==> config.mk <==
export PLATFORM = sky130hd
export DESIGN_NAME = sbmr_top
export DESIGN_NICKNAME = d
export VERILOG_FILES = /design/src/hw/sbmr_shunt_fmt.v /design/src/hw/sbmr_timer.v /design/src/hw/sbmr_top.v
export VERILOG_INCLUDE_DIRS = /design/src /design/src/hw
export SDC_FILE = /design/constraint.sdc
export NUM_CORES = 1
export LEC_CHECK = 0
export ABC_CLOCK_PERIOD_IN_PS = 9100
export BUFFER_PORTS_ARGS = -buffer_cell sky130_fd_sc_hd__buf_2
export CORE_ASPECT_RATIO = 2
export CORE_UTILIZATION = 65
export CTS_BUF_LIST = sky130_fd_sc_hd__clkbuf_16
export CTS_CLUSTER_DIAMETER = 60
export DETAILED_ROUTE_END_ITERATION = 8
export GPL_ROUTABILITY_DRIVEN = 0
export PLACE_DENSITY = 0.86
export RECOVER_POWER = 100
export SLEW_MARGIN = 20
export SYNTH_ARGS = -nofsm -noshare
export SYNTH_HDL_FRONTEND = slang
export SYNTH_SLANG_ARGS = --single-unit
==> constraint.sdc <==
create_clock -name clk -period 9.1 [get_ports clk]
set_clock_uncertainty 0.2 [all_clocks]
set_input_delay 0.455 -clock clk [delete_from_list [all_inputs] [get_ports clk]]
set_output_delay 0.455 -clock clk [all_outputs]
set_load 0.005 [all_outputs]
==> src/hw/sbmr_consts.vh <==
// constants for the shunt and bus measurement result block
`ifndef SBMR_CONSTS_VH
`define SBMR_CONSTS_VH
// ============================================
// register pointers
`define SBMR_PTR_CONFIG 8'h00
`define SBMR_PTR_SHUNT 8'h01
`define SBMR_PTR_BUS 8'h02
`define SBMR_PTR_POWER 8'h03
`define SBMR_PTR_CURRENT 8'h04
// ============================================
// configuration fields and reset value
`define SBMR_CFG_RESET 16'h399f
`define SBMR_CFG_RST_BIT 15
`define SBMR_CFG_RANGE_BIT 13
`define SBMR_CFG_GAIN_HI 12
`define SBMR_CFG_GAIN_LO 11
`define SBMR_CFG_BUSCV_HI 10
`define SBMR_CFG_BUSCV_LO 7
`define SBMR_CFG_SHCV_HI 6
`define SBMR_CFG_SHCV_LO 3
`define SBMR_CFG_MODE_HI 2
`define SBMR_CFG_MODE_LO 0
`define SBMR_CFG_WMASK 16'hbfff
// ============================================
// mode codes
`define SBMR_MODE_PDOWN 3'h0
`define SBMR_MODE_OFF 3'h4
// ============================================
// result layout
`define SBMR_RES_RESET 16'h0000
`define SBMR_BUS_READY_BIT 1
`define SBMR_BUS_OVF_BIT 0
`define SBMR_BUS_FS_32V 13'h1f40
`define SBMR_BUS_FS_16V 13'h0fa0
`define SBMR_SHUNT_FS_UNITY 17'h00fa0
// ============================================
// timing, in microseconds and at the clock rate
`define SBMR_CLK_MHZ 125
`define SBMR_WRITE_DELAY_US 4
`define SBMR_T9_US 84
`define SBMR_T10_US 148
`define SBMR_T11_US 276
`define SBMR_T12_US 532
`define SBMR_TAVG2_US 1060
`define SBMR_TAVG4_US 2130
`define SBMR_TAVG8_US 4260
`define SBMR_TAVG16_US 8510
`define SBMR_TAVG32_US 17020
`define SBMR_TAVG64_US 34050
`define SBMR_TAVG128_US 68100
`endif

==> src/hw/sbmr_shunt_fmt.v <==
// shunt result formatter: gain-dependent saturation and sign extension
`timescale 1ns/1ns
`default_nettype none
`include "sbmr_consts.vh"
module sbmr_shunt_fmt (
  // raw reading in 10 uV steps, signed
  input wire [16:0] sample,
  // gain select, 0 = unity .. 3 = divide by 8
  input wire [1:0] gain,
  // formatted word
  output reg [15:0] word
);
  reg [16:0] limit;
  reg [16:0] neg_limit;

  // clamp to plus or minus full scale of the gain, lsb stays 10 uV
  always @* begin
    limit = `SBMR_SHUNT_FS_UNITY << gain;
    neg_limit = (~limit) + 17'h00001;
    if (!sample[16] && (sample > limit))
      word = limit[15:0];
    else if (sample[16] && (sample < neg_limit))
      word = neg_limit[15:0];
    else
      word = sample[15:0]; // upper bits are copies of the sign
  end
endmodule // sbmr_shunt_fmt
`default_nettype wire

==> src/hw/sbmr_timer.v <==
// down counter that marks the end of a conversion or a write delay
`timescale 1ns/1ns
`default_nettype none
module sbmr_timer (
  // clock and reset
  input wire clk,
  input wire reset_n,
  // control
  input wire load,
  input wire [23:0] load_value,
  // status
  output reg expired
);
  reg [23:0] count_reg;
  reg running_reg;

  // count down from the load value, pulse once at zero
  always @(posedge clk or negedge reset_n) begin
    if (!reset_n) begin
      count_reg <= 24'h000000;
      running_reg <= 1'b0;
      expired <= 1'b0;
    end else begin
      expired <= 1'b0;
      if (load) begin
        count_reg <= load_value;
        running_reg <= 1'b1;
      end else if (running_reg) begin
        if (count_reg <= 24'h000001) begin
          running_reg <= 1'b0;
          expired <= 1'b1;
        end else begin
          count_reg <= count_reg - 24'h000001;
        end
      end
    end
  end
endmodule // sbmr_timer
`default_nettype wire

==> src/hw/sbmr_top.v <==
// measurement control and result formatting for the shunt and bus monitor
`timescale 1ns/1ns
`default_nettype none
`include "sbmr_consts.vh"
module sbmr_top #(
  parameter CYCLES_PER_US = `SBMR_CLK_MHZ
) (
  // clock and reset
  input wire clk,
  input wire reset_n,
  // register port from the serial slave
  input wire [7:0] reg_addr,
  input wire reg_wr,
  input wire [15:0] reg_wr_data,
  input wire reg_rd,
  output reg [15:0] reg_rd_data,
  // converter samples, taken when a conversion ends
  input wire [16:0] shunt_sample,
  input wire [13:0] bus_sample,
  // current and power engine
  input wire [15:0] power_value,
  input wire [15:0] current_value,
  input wire math_done,
  input wire math_overflow,
  output reg math_start,
  // analog front end controls
  output reg [1:0] shunt_gain_stage,
  output reg bus_range_select,
  output reg converter_busy
);
  // ============================================
  // state codes
  localparam ST_IDLE = 2'd0;
  localparam ST_SHUNT = 2'd1;
  localparam ST_BUS = 2'd2;
  localparam ST_MATH = 2'd3;

  localparam integer WRITE_DELAY_INT = `SBMR_WRITE_DELAY_US * CYCLES_PER_US;
  localparam [23:0] WRITE_DELAY_CYC = WRITE_DELAY_INT[23:0];

  // conversion time in cycles for a four-bit conversion setting
  function [23:0] conv_cycles;
    input [3:0] setting;
    reg [31:0] us;
    begin
      us = 32'd0;
      if (!setting[3]) begin
        case (setting[1:0]) // third bit ignored
          2'b00: us = `SBMR_T9_US;
          2'b01: us = `SBMR_T10_US;
          2'b10: us = `SBMR_T11_US;
          default: us = `SBMR_T12_US;
        endcase
      end else begin
        case (setting[2:0])
          3'd0: us = `SBMR_T12_US;
          3'd1: us = `SBMR_TAVG2_US;
          3'd2: us = `SBMR_TAVG4_US;
          3'd3: us = `SBMR_TAVG8_US;
          3'd4: us = `SBMR_TAVG16_US;
          3'd5: us = `SBMR_TAVG32_US;
          3'd6: us = `SBMR_TAVG64_US;
          default: us = `SBMR_TAVG128_US;
        endcase
      end
      conv_cycles = us[23:0] * CYCLES_PER_US[23:0];
    end
  endfunction

  // true for a mode code that runs the converter
  function mode_active;
    input [2:0] mode;
    begin
      mode_active = (mode != `SBMR_MODE_PDOWN) && (mode != `SBMR_MODE_OFF);
    end
  endfunction

  // ============================================
  // registers and wires
  reg [15:0] config_reg;
  reg [15:0] shunt_result_reg;
  reg [12:0] bus_value_reg;
  reg ready_reg;
  reg overflow_reg;
  reg [1:0] state_reg;
  reg [1:0] state_next;
  reg pend_reg;
  reg [15:0] pend_data_reg;
  reg [7:0] pend_addr_reg;
  reg restart_reg;
  reg timer_load;
  reg [23:0] timer_value;
  wire delay_done;
  wire conv_done;
  wire [15:0] shunt_word;
  wire [2:0] mode;
  wire [3:0] bus_setting;
  wire [3:0] shunt_setting;
  wire [12:0] bus_fs;
  wire [12:0] bus_clamped;
  wire apply_write;
  wire apply_config;
  wire [15:0] bus_word;
  reg boot_reg;
  wire launch;

  // configuration fields
  assign mode = config_reg[`SBMR_CFG_MODE_HI:`SBMR_CFG_MODE_LO];
  assign bus_setting = config_reg[`SBMR_CFG_BUSCV_HI:`SBMR_CFG_BUSCV_LO];
  assign shunt_setting = config_reg[`SBMR_CFG_SHCV_HI:`SBMR_CFG_SHCV_LO];
  assign apply_write = pend_reg && delay_done;
  assign apply_config = apply_write && (pend_addr_reg == `SBMR_PTR_CONFIG);
  assign launch = restart_reg || boot_reg; // reset or config write starts a run

  // ============================================
  // write delay: a write lands after the settle time
  sbmr_timer u_write_delay (
    .clk(clk),
    .reset_n(reset_n),
    .load(reg_wr),
    .load_value(WRITE_DELAY_CYC),
    .expired(delay_done)
  );

  // hold the last write until the delay runs out
  always @(posedge clk or negedge reset_n) begin
    if (!reset_n) begin
      pend_reg <= 1'b0;
      pend_data_reg <= 16'h0000;
      pend_addr_reg <= 8'h00;
    end else if (reg_wr) begin
      pend_reg <= 1'b1;
      pend_data_reg <= reg_wr_data;
      pend_addr_reg <= reg_addr;
    end else if (delay_done) begin
      pend_reg <= 1'b0;
    end
  end

  // ============================================
  // configuration register with self-clearing full reset
  always @(posedge clk or negedge reset_n) begin
    if (!reset_n) begin
      config_reg <= `SBMR_CFG_RESET;
      restart_reg <= 1'b0;
    end else begin
      restart_reg <= 1'b0;
      if (apply_config) begin
        if (pend_data_reg[`SBMR_CFG_RST_BIT]) begin
          config_reg <= `SBMR_CFG_RESET; // reset bit never stored
          restart_reg <= 1'b1;
        end else begin
          config_reg <= pend_data_reg & `SBMR_CFG_WMASK;
          restart_reg <= 1'b1; // a mode write re-arms triggered runs
        end
      end
    end
  end

  wire soft_reset = apply_config && pend_data_reg[`SBMR_CFG_RST_BIT];

  // ============================================
  // conversion timer
  sbmr_timer u_conv_timer (
    .clk(clk),
    .reset_n(reset_n),
    .load(timer_load),
    .load_value(timer_value),
    .expired(conv_done)
  );

  // ============================================
  // sequencer: next state and timer loads
  always @* begin
    state_next = state_reg;
    timer_load = 1'b0;
    timer_value = conv_cycles(shunt_setting);
    case (state_reg)
      ST_IDLE: state_next = ST_IDLE; // waits for a launch below
      ST_SHUNT: begin
        if (conv_done) begin
          if (mode[1]) begin
            state_next = ST_BUS; // both: bus follows shunt
            timer_load = 1'b1;
            timer_value = conv_cycles(bus_setting);
          end else begin
            state_next = ST_MATH;
          end
        end
      end
      ST_BUS: begin
        if (conv_done)
          state_next = ST_MATH;
      end
      ST_MATH: begin
        if (math_done) begin
          if (mode[2] && mode_active(mode)) begin
            timer_load = 1'b1;
            if (mode[0]) begin
              state_next = ST_SHUNT;
            end else begin
              state_next = ST_BUS;
              timer_value = conv_cycles(bus_setting);
            end
          end else begin
            state_next = ST_IDLE; // single run over
          end
        end
      end
      default: state_next = ST_IDLE;
    endcase
    // a launch overrides any running cycle, so an abort relaunches at once unless the new mode is power-down or off
    if (launch) begin
      if (mode_active(mode)) begin
        timer_load = 1'b1;
        if (mode[0]) begin
          state_next = ST_SHUNT;
        end else begin
          state_next = ST_BUS;
          timer_value = conv_cycles(bus_setting);
        end
      end else begin
        state_next = ST_IDLE;
      end
    end
  end

  // sequencer state register
  always @(posedge clk or negedge reset_n) begin
    if (!reset_n)
      state_reg <= ST_IDLE;
    else
      state_reg <= state_next; // boot pulse launches the default mode
  end

  // first run after reset starts the default continuous mode
  always @(posedge clk or negedge reset_n) begin
    if (!reset_n)
      boot_reg <= 1'b1;
    else
      boot_reg <= 1'b0;
  end

  // ============================================
  // results: latched only at the end of a conversion
  sbmr_shunt_fmt u_shunt_fmt (
    .sample(shunt_sample),
    .gain(config_reg[`SBMR_CFG_GAIN_HI:`SBMR_CFG_GAIN_LO]),
    .word(shunt_word)
  );

  assign bus_fs = config_reg[`SBMR_CFG_RANGE_BIT] ? `SBMR_BUS_FS_32V : `SBMR_BUS_FS_16V;
  assign bus_clamped = (bus_sample > {1'b0, bus_fs}) ? bus_fs : bus_sample[12:0];

  always @(posedge clk or negedge reset_n) begin
    if (!reset_n) begin
      shunt_result_reg <= `SBMR_RES_RESET;
      bus_value_reg <= 13'h0000;
    end else if (soft_reset) begin
      shunt_result_reg <= `SBMR_RES_RESET;
      bus_value_reg <= 13'h0000;
    end else begin
      if (state_reg == ST_SHUNT && conv_done)
        shunt_result_reg <= shunt_word; // held until next completion
      if (state_reg == ST_BUS && conv_done)
        bus_value_reg <= bus_clamped;
    end
  end

  // ============================================
  // ready and overflow flags
  wire ready_set = (state_reg == ST_MATH) && math_done;
  wire ready_clr = (restart_reg && mode_active(mode)) ||
                   (reg_rd && reg_addr == `SBMR_PTR_POWER);

  always @(posedge clk or negedge reset_n) begin
    if (!reset_n) begin
      ready_reg <= 1'b0;
      overflow_reg <= 1'b0;
    end else if (soft_reset) begin
      ready_reg <= 1'b0;
      overflow_reg <= 1'b0;
    end else begin
      if (ready_set)
        ready_reg <= 1'b1; // set wins over clear
      else if (ready_clr)
        ready_reg <= 1'b0;
      if (ready_set)
        overflow_reg <= math_overflow;
    end
  end

  // ============================================
  // math start pulse and front end controls
  always @(posedge clk or negedge reset_n) begin
    if (!reset_n) begin
      math_start <= 1'b0;
      shunt_gain_stage <= 2'b11;
      bus_range_select <= 1'b1;
      converter_busy <= 1'b0;
    end else begin
      math_start <= (state_reg != ST_MATH) && (state_next == ST_MATH);
      shunt_gain_stage <= config_reg[`SBMR_CFG_GAIN_HI:`SBMR_CFG_GAIN_LO];
      bus_range_select <= config_reg[`SBMR_CFG_RANGE_BIT];
      converter_busy <= (state_next != ST_IDLE) || boot_reg;
    end
  end

  // ============================================
  // read path, answered one cycle after the strobe
  assign bus_word = {bus_value_reg, 1'b0, ready_reg, overflow_reg};

  always @(posedge clk or negedge reset_n) begin
    if (!reset_n) begin
      reg_rd_data <= 16'h0000;
    end else if (reg_rd) begin
      case (reg_addr)
        `SBMR_PTR_CONFIG: reg_rd_data <= config_reg;
        `SBMR_PTR_SHUNT: reg_rd_data <= shunt_result_reg;
        `SBMR_PTR_BUS: reg_rd_data <= bus_word;
        `SBMR_PTR_POWER: reg_rd_data <= power_value;
        `SBMR_PTR_CURRENT: reg_rd_data <= current_value;
        default: reg_rd_data <= 16'h0000;
      endcase
    end
  end
endmodule // sbmr_top
`default_nettype wire

==> reports/qor.yml, run 1 <==
timing:
  max_clock_freq_mhz: 140.1
  relSlewSlack: -1.558
  finalMaxSlewViolations: 122
  setup_ws_ns: 1.964
  final.setup.tns_ns: 0
  hold_viol_final: 0
  fin_crit_sh: 0.7841
  worst_pin_slew_ns: 3.837
  finalSetupViolCount: 0
  fin_crit_ns: 7.136
  rsz0062_at_grt: "no"
  whs_ns: 0.02767
placed_design:
  placed_area_sq_um: 14200
  dp_hpwl_um: 27280
  portBuffers: 112
  place_ws_ns: 2.384
  dp_cells: 1796
global_route:
  grt_pass1_vias: 12240
  overflow: 0
  antenna_found_initial: 0
  grt_use_total: 0.3449
  grt_pass1_wl_um: 57400
  grt_max_degree: 79
detailed_routing:
  num_vias: 11240
  vias_per_cell: 6.143
  first_iter_violations: 452
  route.detailed.drc: 0
  drt_pass1_iterations: 5
  wl_per_cell_um: 18.97
  postRouteWirelength_um: 34690
  final_antenna_net_count: 0
power:
  power_frac_clock: 0.390
  ir_drop_v: 0.0001724
  p_seq_frac: 0.424
  power_frac_comb: 0.186
  p_switching_mw: 0.5927
  p_leak_nw: 7.195
  internal_power_mw: 1.253
  p_per_area_nw_per_um2: 125.0
  power_mw: 1.846
  netSwitchingFraction: 0.3211
yosys:
  synth_top_cell_area_share: 0.2458
  yosys_warnings: 0
  syn_inst: 1460
  post-synth-top-count-cell: "inv_1"
  async_flop_share: 1.000
  yosys-top-cells-count: "inv_1, ha_1, dfrtp_1"
  avgSynthCellArea_sq_um: 9.206
  synth-main-ff-cell: "dfrtp_1"
  yosys-top-cells-area: "dfrtp_1, fa_1, ha_1"
  synth_edf_count: 0
  ys_seq_area_frac: 0.2731
  synth_top_area_cell: "dfrtp_1"
  ys_types: 80
  ys_ff_latch: 146
  synth_area_sq_um: 13440
cells_and_area:
  diodes: 0
  syn2layout_area_growth_pct: 9.905
  layout-drive-gt1-share: 0.1292
  multi_input_area_sq_um: 8800
  postLayoutCellArea_sq_um: 14770
  stdcell_count: 1829
  area.sequential_sq_um: 3671
  utilization: 0.7252
  final_nets: 1876
  nFillCells: 1501
clock_tree:
  cts_tree: "built"
  clockRootBuffer: "clkbuf_16"
  cts_buffer_depth: 2
  cts_setup_buffers: 0
  insertion_delay_ns: 0.44
  hold_buffers: 1
  numCtsBuffers: 17
  cts_num_sinks: 146
  cts_resized: 0
  clk_pin_slew_ns: 0.07
  htree_levels: 4
run:
  maxCapViolCount: 2
min_path:
  hp-class: "in -> reg"
  hold_depth: 3
  min-delay-start: "reg_wr_data[15]"
floorplan:
  initial_utilization: 0.6598
  dieWidth_um: 103.7
  core_sq_um: 20370
  rows: 74
  dieArea_sq_um: 21290
  ios: 114
  die_h_um: 205.4
run_status:
  violations: "max-capacitance violations, max-slew violations"
  status: "complete, but fails checks"
setup_path:
  reg2regPathDepth: 17
  cp.required_ns: 9.23
  criticalPathCategory: "reg -> reg"
  arrival_ns: 7.27
  path_cells: "nand2_1, nor2_1, inv_1, fa_1, fa_1, fa_1, fa_1, inv_1, ha_1, a21oi_1, o21ai_0, o31a_1, a311oi_1, nor4bb_1, a2111oi_0, xnor2_1, a221oi_1"
  critPathBufInv: 2
  slowest_delay_ns: 0.71
  cpMostUsedCell: "fa_1"
  worst-path-stages: 17
  critPathLaunch: "config_reg[6]"
  start_kind: "register"
  slowest_stage: "nor2_1"
  critical-path-top-delay-family: "adder cells"
  rr_startpoint: "config_reg[6]"
  crit_fanout: 16
  crit_path_end_kind: "register"
## layout by cell type (no fill, tap or decap), drive strengths merged, types with 7 or more instances in the layout
cell and n:
nand2 122, nand3 33, a22o 9, clkinv 8
mux2 26, ha 137, nand3b 8, o21ai 63
inv 208, dfstp 14, buf 99, o221a 15
nor2 115, or3 18, fa 96, clkbuf 36
or4 11, nand4 9, nor2b 10, nand2b 15
mux2i 33, xnor2 50, dfrtp 132, a21o 15
o211ai 8, nor3 37, a211oi 15, a21oi 87
o21a 13, xor2 25, a31oi 7
## kinds of logic after synthesis
group	after synthesis	share of synthesized area
AOI/OAI and AO/OA	286	0.1410
other	2	0.0005588
xor gates and xnor gates	75	0.04943
DFF	146	0.2731
and+or+nand+nor	409	0.1485
muxes	59	0.04636
adders and majority gates	233	0.2705
buffers and inverters	250	0.07047
## metal layers
layer	up-vias	global-route usage	share of wire
li1	5149	-	-
met1	5458	0.3245	0.32
met2	456	0.6541	0.55
met3	173	0.05512	0.053
met4	0	0.2765	0.080
met5	-	0	0
## tightest hold or removal path, cell delays in order
cell     delay (ns)
buf_2          0.07
nand2_1        0.04
o21ai_0        0.06
## cell type report
type                    instances  share of cell area
flip-flops and latches        146              0.2485
well taps                     266             0.02253
clock buffers                  17             0.02880
multi-input cells            1065              0.5957
clock inverters                15             0.01364
inverters                     201             0.05108
repair buffers                119             0.03973
## power by group through the flow
stage | clock network (mW) | registers [mW] | logic [mW]
after floorplan | 0 | 0.775 | 0.249
after global placement | 0 | 0.788 | 0.330
after detailed placement | 0 | 0.793 | 0.344
after CTS | 0.725 | 0.782 | 0.348
after global routing | 0.749 | 0.793 | 0.384
final | 0.719 | 0.783 | 0.344
## path summary, 6_finish.rpt
| kind | to | slack [ns] |
|---|---|---|
| max | u_conv_timer.count_reg[23] | 1.96 |
| min | pend_data_reg[15] | 0.03 |
| max reg2reg | u_conv_timer.count_reg[23] | 1.96 |
| min reg2reg | shunt_gain_stage[0] | 0.25 |
| max in group asynchronous | u_write_delay.count_reg[12] | 4.49 |
| min in group asynchronous | shunt_result_reg[13] | 1.68 |
Note: power is estimated with default switching activity, not from simulation.
==> inputs of run 2 (changes only) <==
--- a/config.mk
+++ b/config.mk
@@ -6,15 +6,16 @@
 export SDC_FILE = /design/constraint.sdc
 export NUM_CORES = 1
 export LEC_CHECK = 0
-export ABC_CLOCK_PERIOD_IN_PS = 9100
+export ABC_AREA = 1
+export ABC_CLOCK_PERIOD_IN_PS = 7100
 export BUFFER_PORTS_ARGS = -buffer_cell sky130_fd_sc_hd__buf_2
 export CORE_ASPECT_RATIO = 2
-export CORE_UTILIZATION = 65
+export CORE_UTILIZATION = 63
 export CTS_BUF_LIST = sky130_fd_sc_hd__clkbuf_16
 export CTS_CLUSTER_DIAMETER = 60
 export DETAILED_ROUTE_END_ITERATION = 8
 export GPL_ROUTABILITY_DRIVEN = 0
-export PLACE_DENSITY = 0.86
+export PLACE_DENSITY = 0.83
 export RECOVER_POWER = 100
 export SLEW_MARGIN = 20
 export SYNTH_ARGS = -nofsm -noshare
==> constraint.sdc (replaced) <==
create_clock -name clk -period 7.1 [get_ports clk]
set_clock_uncertainty 0.2 [all_clocks]
set_input_delay 0.355 -clock clk [delete_from_list [all_inputs] [get_ports clk]]
set_output_delay 0.355 -clock clk [all_outputs]
set_load 0.005 [all_outputs]
==> run 2 against run 1 <==
Effect of this change: global-route usage is 0.61 points higher; sequential share of layout area decreased by 2.4 points; clock power is 13% higher; via count is 26% higher; largest cell class unchanged; largest power group unchanged; non-clock buffer count up 27; the run ends with design-rule violations, negative hold slack, max-capacitance violations, max-slew violations left; critical path type unchanged; register-to-register slack got worse by 1.4 ns; sequential power grew 11%.
==> reports/qor.yml, run 2 <==
timing:
  hold_viol_final: 1  # +1
  finalSetupViolCount: 0  # unchanged
  whs_ns: -0.00001499  # -0.02769 ns
  worst_pin_slew_ns: 3.701  # -0.1361 ns
  max_clock_freq_mhz: 152.6  # +8.9%
  relSlewSlack: -1.467  # +0.09076
  fin_crit_sh: 0.9228  # +0.1386
  fin_crit_ns: 6.552  # -0.5840 ns
  finalMaxSlewViolations: 225  # +84%
  final.setup.tns_ns: 0  # unchanged
  rsz0062_at_grt: "no"
global_route:
  grt_use_total: 0.3510  # +0.006135
  overflow: 0  # unchanged
  grt_pass1_wl_um: 66610  # +16%
  grt_pass1_vias: 14490  # +18%
  antenna_found_initial: 1  # +1
  grt_max_degree: 79  # unchanged
setup_path:
  reg2regPathDepth: 22  # +5
  crit_fanout: 6  # -10
  arrival_ns: 6.55  # -0.72 ns
  cpMostUsedCell: "inv_1"
  rr_startpoint: "config_reg[7]"
  slowest_delay_ns: 0.80  # +0.09 ns
  path_cells: "inv_1, nor2_1, inv_1, nor2_1, inv_1, o21ai_0, ha_1, xnor2_1, fa_1, fa_1, fa_1, inv_1, ha_1, nand2_1, inv_1, a21oi_1, nand3_1, or2_2, nand3_1, nand2_1, nand2_1, a22oi_1"
  cp.required_ns: 7.10  # -2.13 ns
  reg2reg_to: "u_conv_timer.count_reg[13]"
  crit_path_end_kind: "register"
  slowest_stage: "dfstp_1"
  criticalPathCategory: "reg -> reg"
  start_kind: "register"
  r2r_slack_ns: 0.55  # -1.42 ns
detailed_routing:
  postRouteWirelength_um: 41650  # +20%
  wl_per_cell_um: 16.69  # -12%
  drt_pass1_iterations: 9  # +4
  first_iter_violations: 854  # +89%
  route.detailed.drc: 1  # +1
  final_antenna_net_count: 0  # unchanged
  num_vias: 14140  # +26%
  vias_per_cell: 5.668  # -7.7%
floorplan:
  rows: 79  # +6.8%
  dieWidth_um: 110.8  # +6.9%
  core_sq_um: 23230  # +14%
  initial_utilization: 0.6420  # -0.01787
  die_h_um: 219.6  # +6.9%
  ios: 114  # unchanged
  dieArea_sq_um: 24330  # +14%
yosys:
  yosys_warnings: 0  # unchanged
  yosys-top-cells-count: "nand2_1, inv_1, nor2_1"
  yosys-top-cells-area: "dfrtp_1, fa_1, nand2_1"
  ys_ff_latch: 146  # unchanged
  async_flop_share: 1.000  # unchanged
  synth_top_area_cell: "dfrtp_1"
  synth_area_sq_um: 14910  # +11%
  synth-main-ff-cell: "dfrtp_1"
  synth_edf_count: 0  # unchanged
  synth_top_cell_area_share: 0.2215  # -0.02425
  ys_types: 52  # -35%
  syn_inst: 2084  # +43%
  avgSynthCellArea_sq_um: 7.155  # -22%
  post-synth-top-count-cell: "nand2_1"
  ys_seq_area_frac: 0.2462  # -0.02695
min_path:
  hp-class: "in -> reg"
  holdPathEnd: "pend_addr_reg[2]"
  min-delay-start: "reg_addr[2]"
  hold_depth: 3  # unchanged
clock_tree:
  clockRootBuffer: "clkbuf_16"
  cts_num_sinks: 146  # unchanged
  clk_pin_slew_ns: 0.06  # about the same
  cts_buffer_depth: 2  # unchanged
  cts_tree: "built"
  htree_levels: 4  # unchanged
  insertion_delay_ns: 0.43  # about the same
  cts_setup_buffers: 0  # unchanged
  numCtsBuffers: 17  # unchanged
power:
  p_per_area_nw_per_um2: 112.3  # -10%
  ir_drop_v: 0.0002032  # +18%
  p_leak_nw: 8.807  # +22%
placed_design:
  dp_hpwl_um: 32790  # +20%
  dp_cells: 2437  # +36%
  portBuffers: 112  # unchanged
cells_and_area:
  layout_common_cells: "nand2_1, inv_1, nor2_1"
  final_nets: 2525  # +35%
  nFillCells: 1887  # +26%
  layout-drive-gt1-share: 0.07278  # -0.05645
  diodes: 0  # unchanged
  final_common_cell: "nand2_1"
  syn2layout_area_growth_pct: 9.817  # about the same
  stdcell_count: 2495  # +36%
run_status:
  status: "complete, but fails checks"
  violations: "design-rule violations, negative hold slack, max-capacitance violations, max-slew violations"
run:
  maxCapViolCount: 4  # +2
## run 2: cell types whose count changed after synthesis, moves of 14 or more
cell and change:
buf_2 +17, clkbuf_1 -14, inv_1 +191, mux2_2 -26, mux2i_1 -33, nand2_1 +387, nand2b_1 -15, nand3_1 +94
nor2_1 +103, o21ai_0 +36, o221a_2 -15, or3_1 -16, xnor2_1 -40
## run 2: kinds of logic after synthesis
logic type,after synthesis,synth area share
simple gates,935,0.2634
xor+xnor,43,0.02526
fa+ha+maj,233,0.2438
other cells,2,0.0005036
flops,146,0.2462
buf+inv,452,0.1168
compound gates,273,0.1040
## run 2: worst max-delay path, delay by kind of cell, from the launching register on
kind,cells,cell delay (ns)
simple gates,8,1.45
fa+ha+maj,5,2.31
buf+inv,5,0.60
flops,1,0.80
xor+xnor,1,0.30
compound gates,3,0.67
## run 2: routing by layer
metal | share of wire | track usage | vias to the layer above | wire (um)
met1 | 0.32 | 0.3135 | 6628 | 13470
met4 | 0.092 | 0.3036 | 2 | 3812
met3 | 0.046 | 0.04978 | 213 | 1928
met5 | 0.00024 | 0 | - | 10
met2 | 0.54 | 0.6776 | 530 | 22430
li1 | - | - | 6769 | -
## run 2: area by class of cell
class                      count  area (sq um)  area share
multi-input combinational   1487          9465      0.5780
sequential                   146          3671      0.2242
inverter                     401          1505     0.09192
timing repair buffer         146         850.8     0.05196
clock buffer                  17         425.4     0.02598
tap                          283         354.1     0.02162
clock inverter                15         103.9    0.006342
## run 2: what timing repair did
| action | 4_1_cts | 5_1_grt |
|---|---|---|
| hold endpoints to repair | 92 | 0 |
| hold buffers | 26 | 0 |
| gates resized for setup | 0 | 0 |
## run 2: stage by stage
step | power (mW) | area, sq um | setup slack [ns] | util
3_5_place_dp | 1.025 | 15660 | 0.9208 | 0.6742
4_1_cts | 1.842 | 16450 | 0.9034 | 0.7082
3_3_place_gp | 1.020 | 15660 | 1.006 | 0.6742
2_1_floorplan | 0.9516 | 14920 | 1.764 | -
5_1_grt | 1.893 | 16380 | 0.2840 | 0.7050
6_report | 1.839 | 16380 | 0.5483 | 0.7050
## run 2: how the worst max path moves through the flow
stage | start | to | slack [ns] | cells after the start
2_1_floorplan | config_reg[8] | u_conv_timer.count_reg[13] | 1.76 | 21
3_3_place_gp | config_reg[7] | u_conv_timer.count_reg[13] | 1.01 | 22
3_5_place_dp | config_reg[7] | u_conv_timer.count_reg[13] | 0.92 | 22
4_1_cts | config_reg[7] | u_conv_timer.count_reg[13] | 0.90 | 22
5_1_grt | config_reg[7] | u_conv_timer.count_reg[13] | 0.28 | 22
6_report | config_reg[7] | u_conv_timer.count_reg[13] | 0.55 | 22
## run 2: where the power goes
| group | internal, mW | switching [mW] | total, mW |
|---|---|---|---|
| Sequential | 0.853 | 0.0155 | 0.868 |
| Combinational | 0.0582 | 0.0981 | 0.156 |
| Clock | 0.470 | 0.345 | 0.815 |
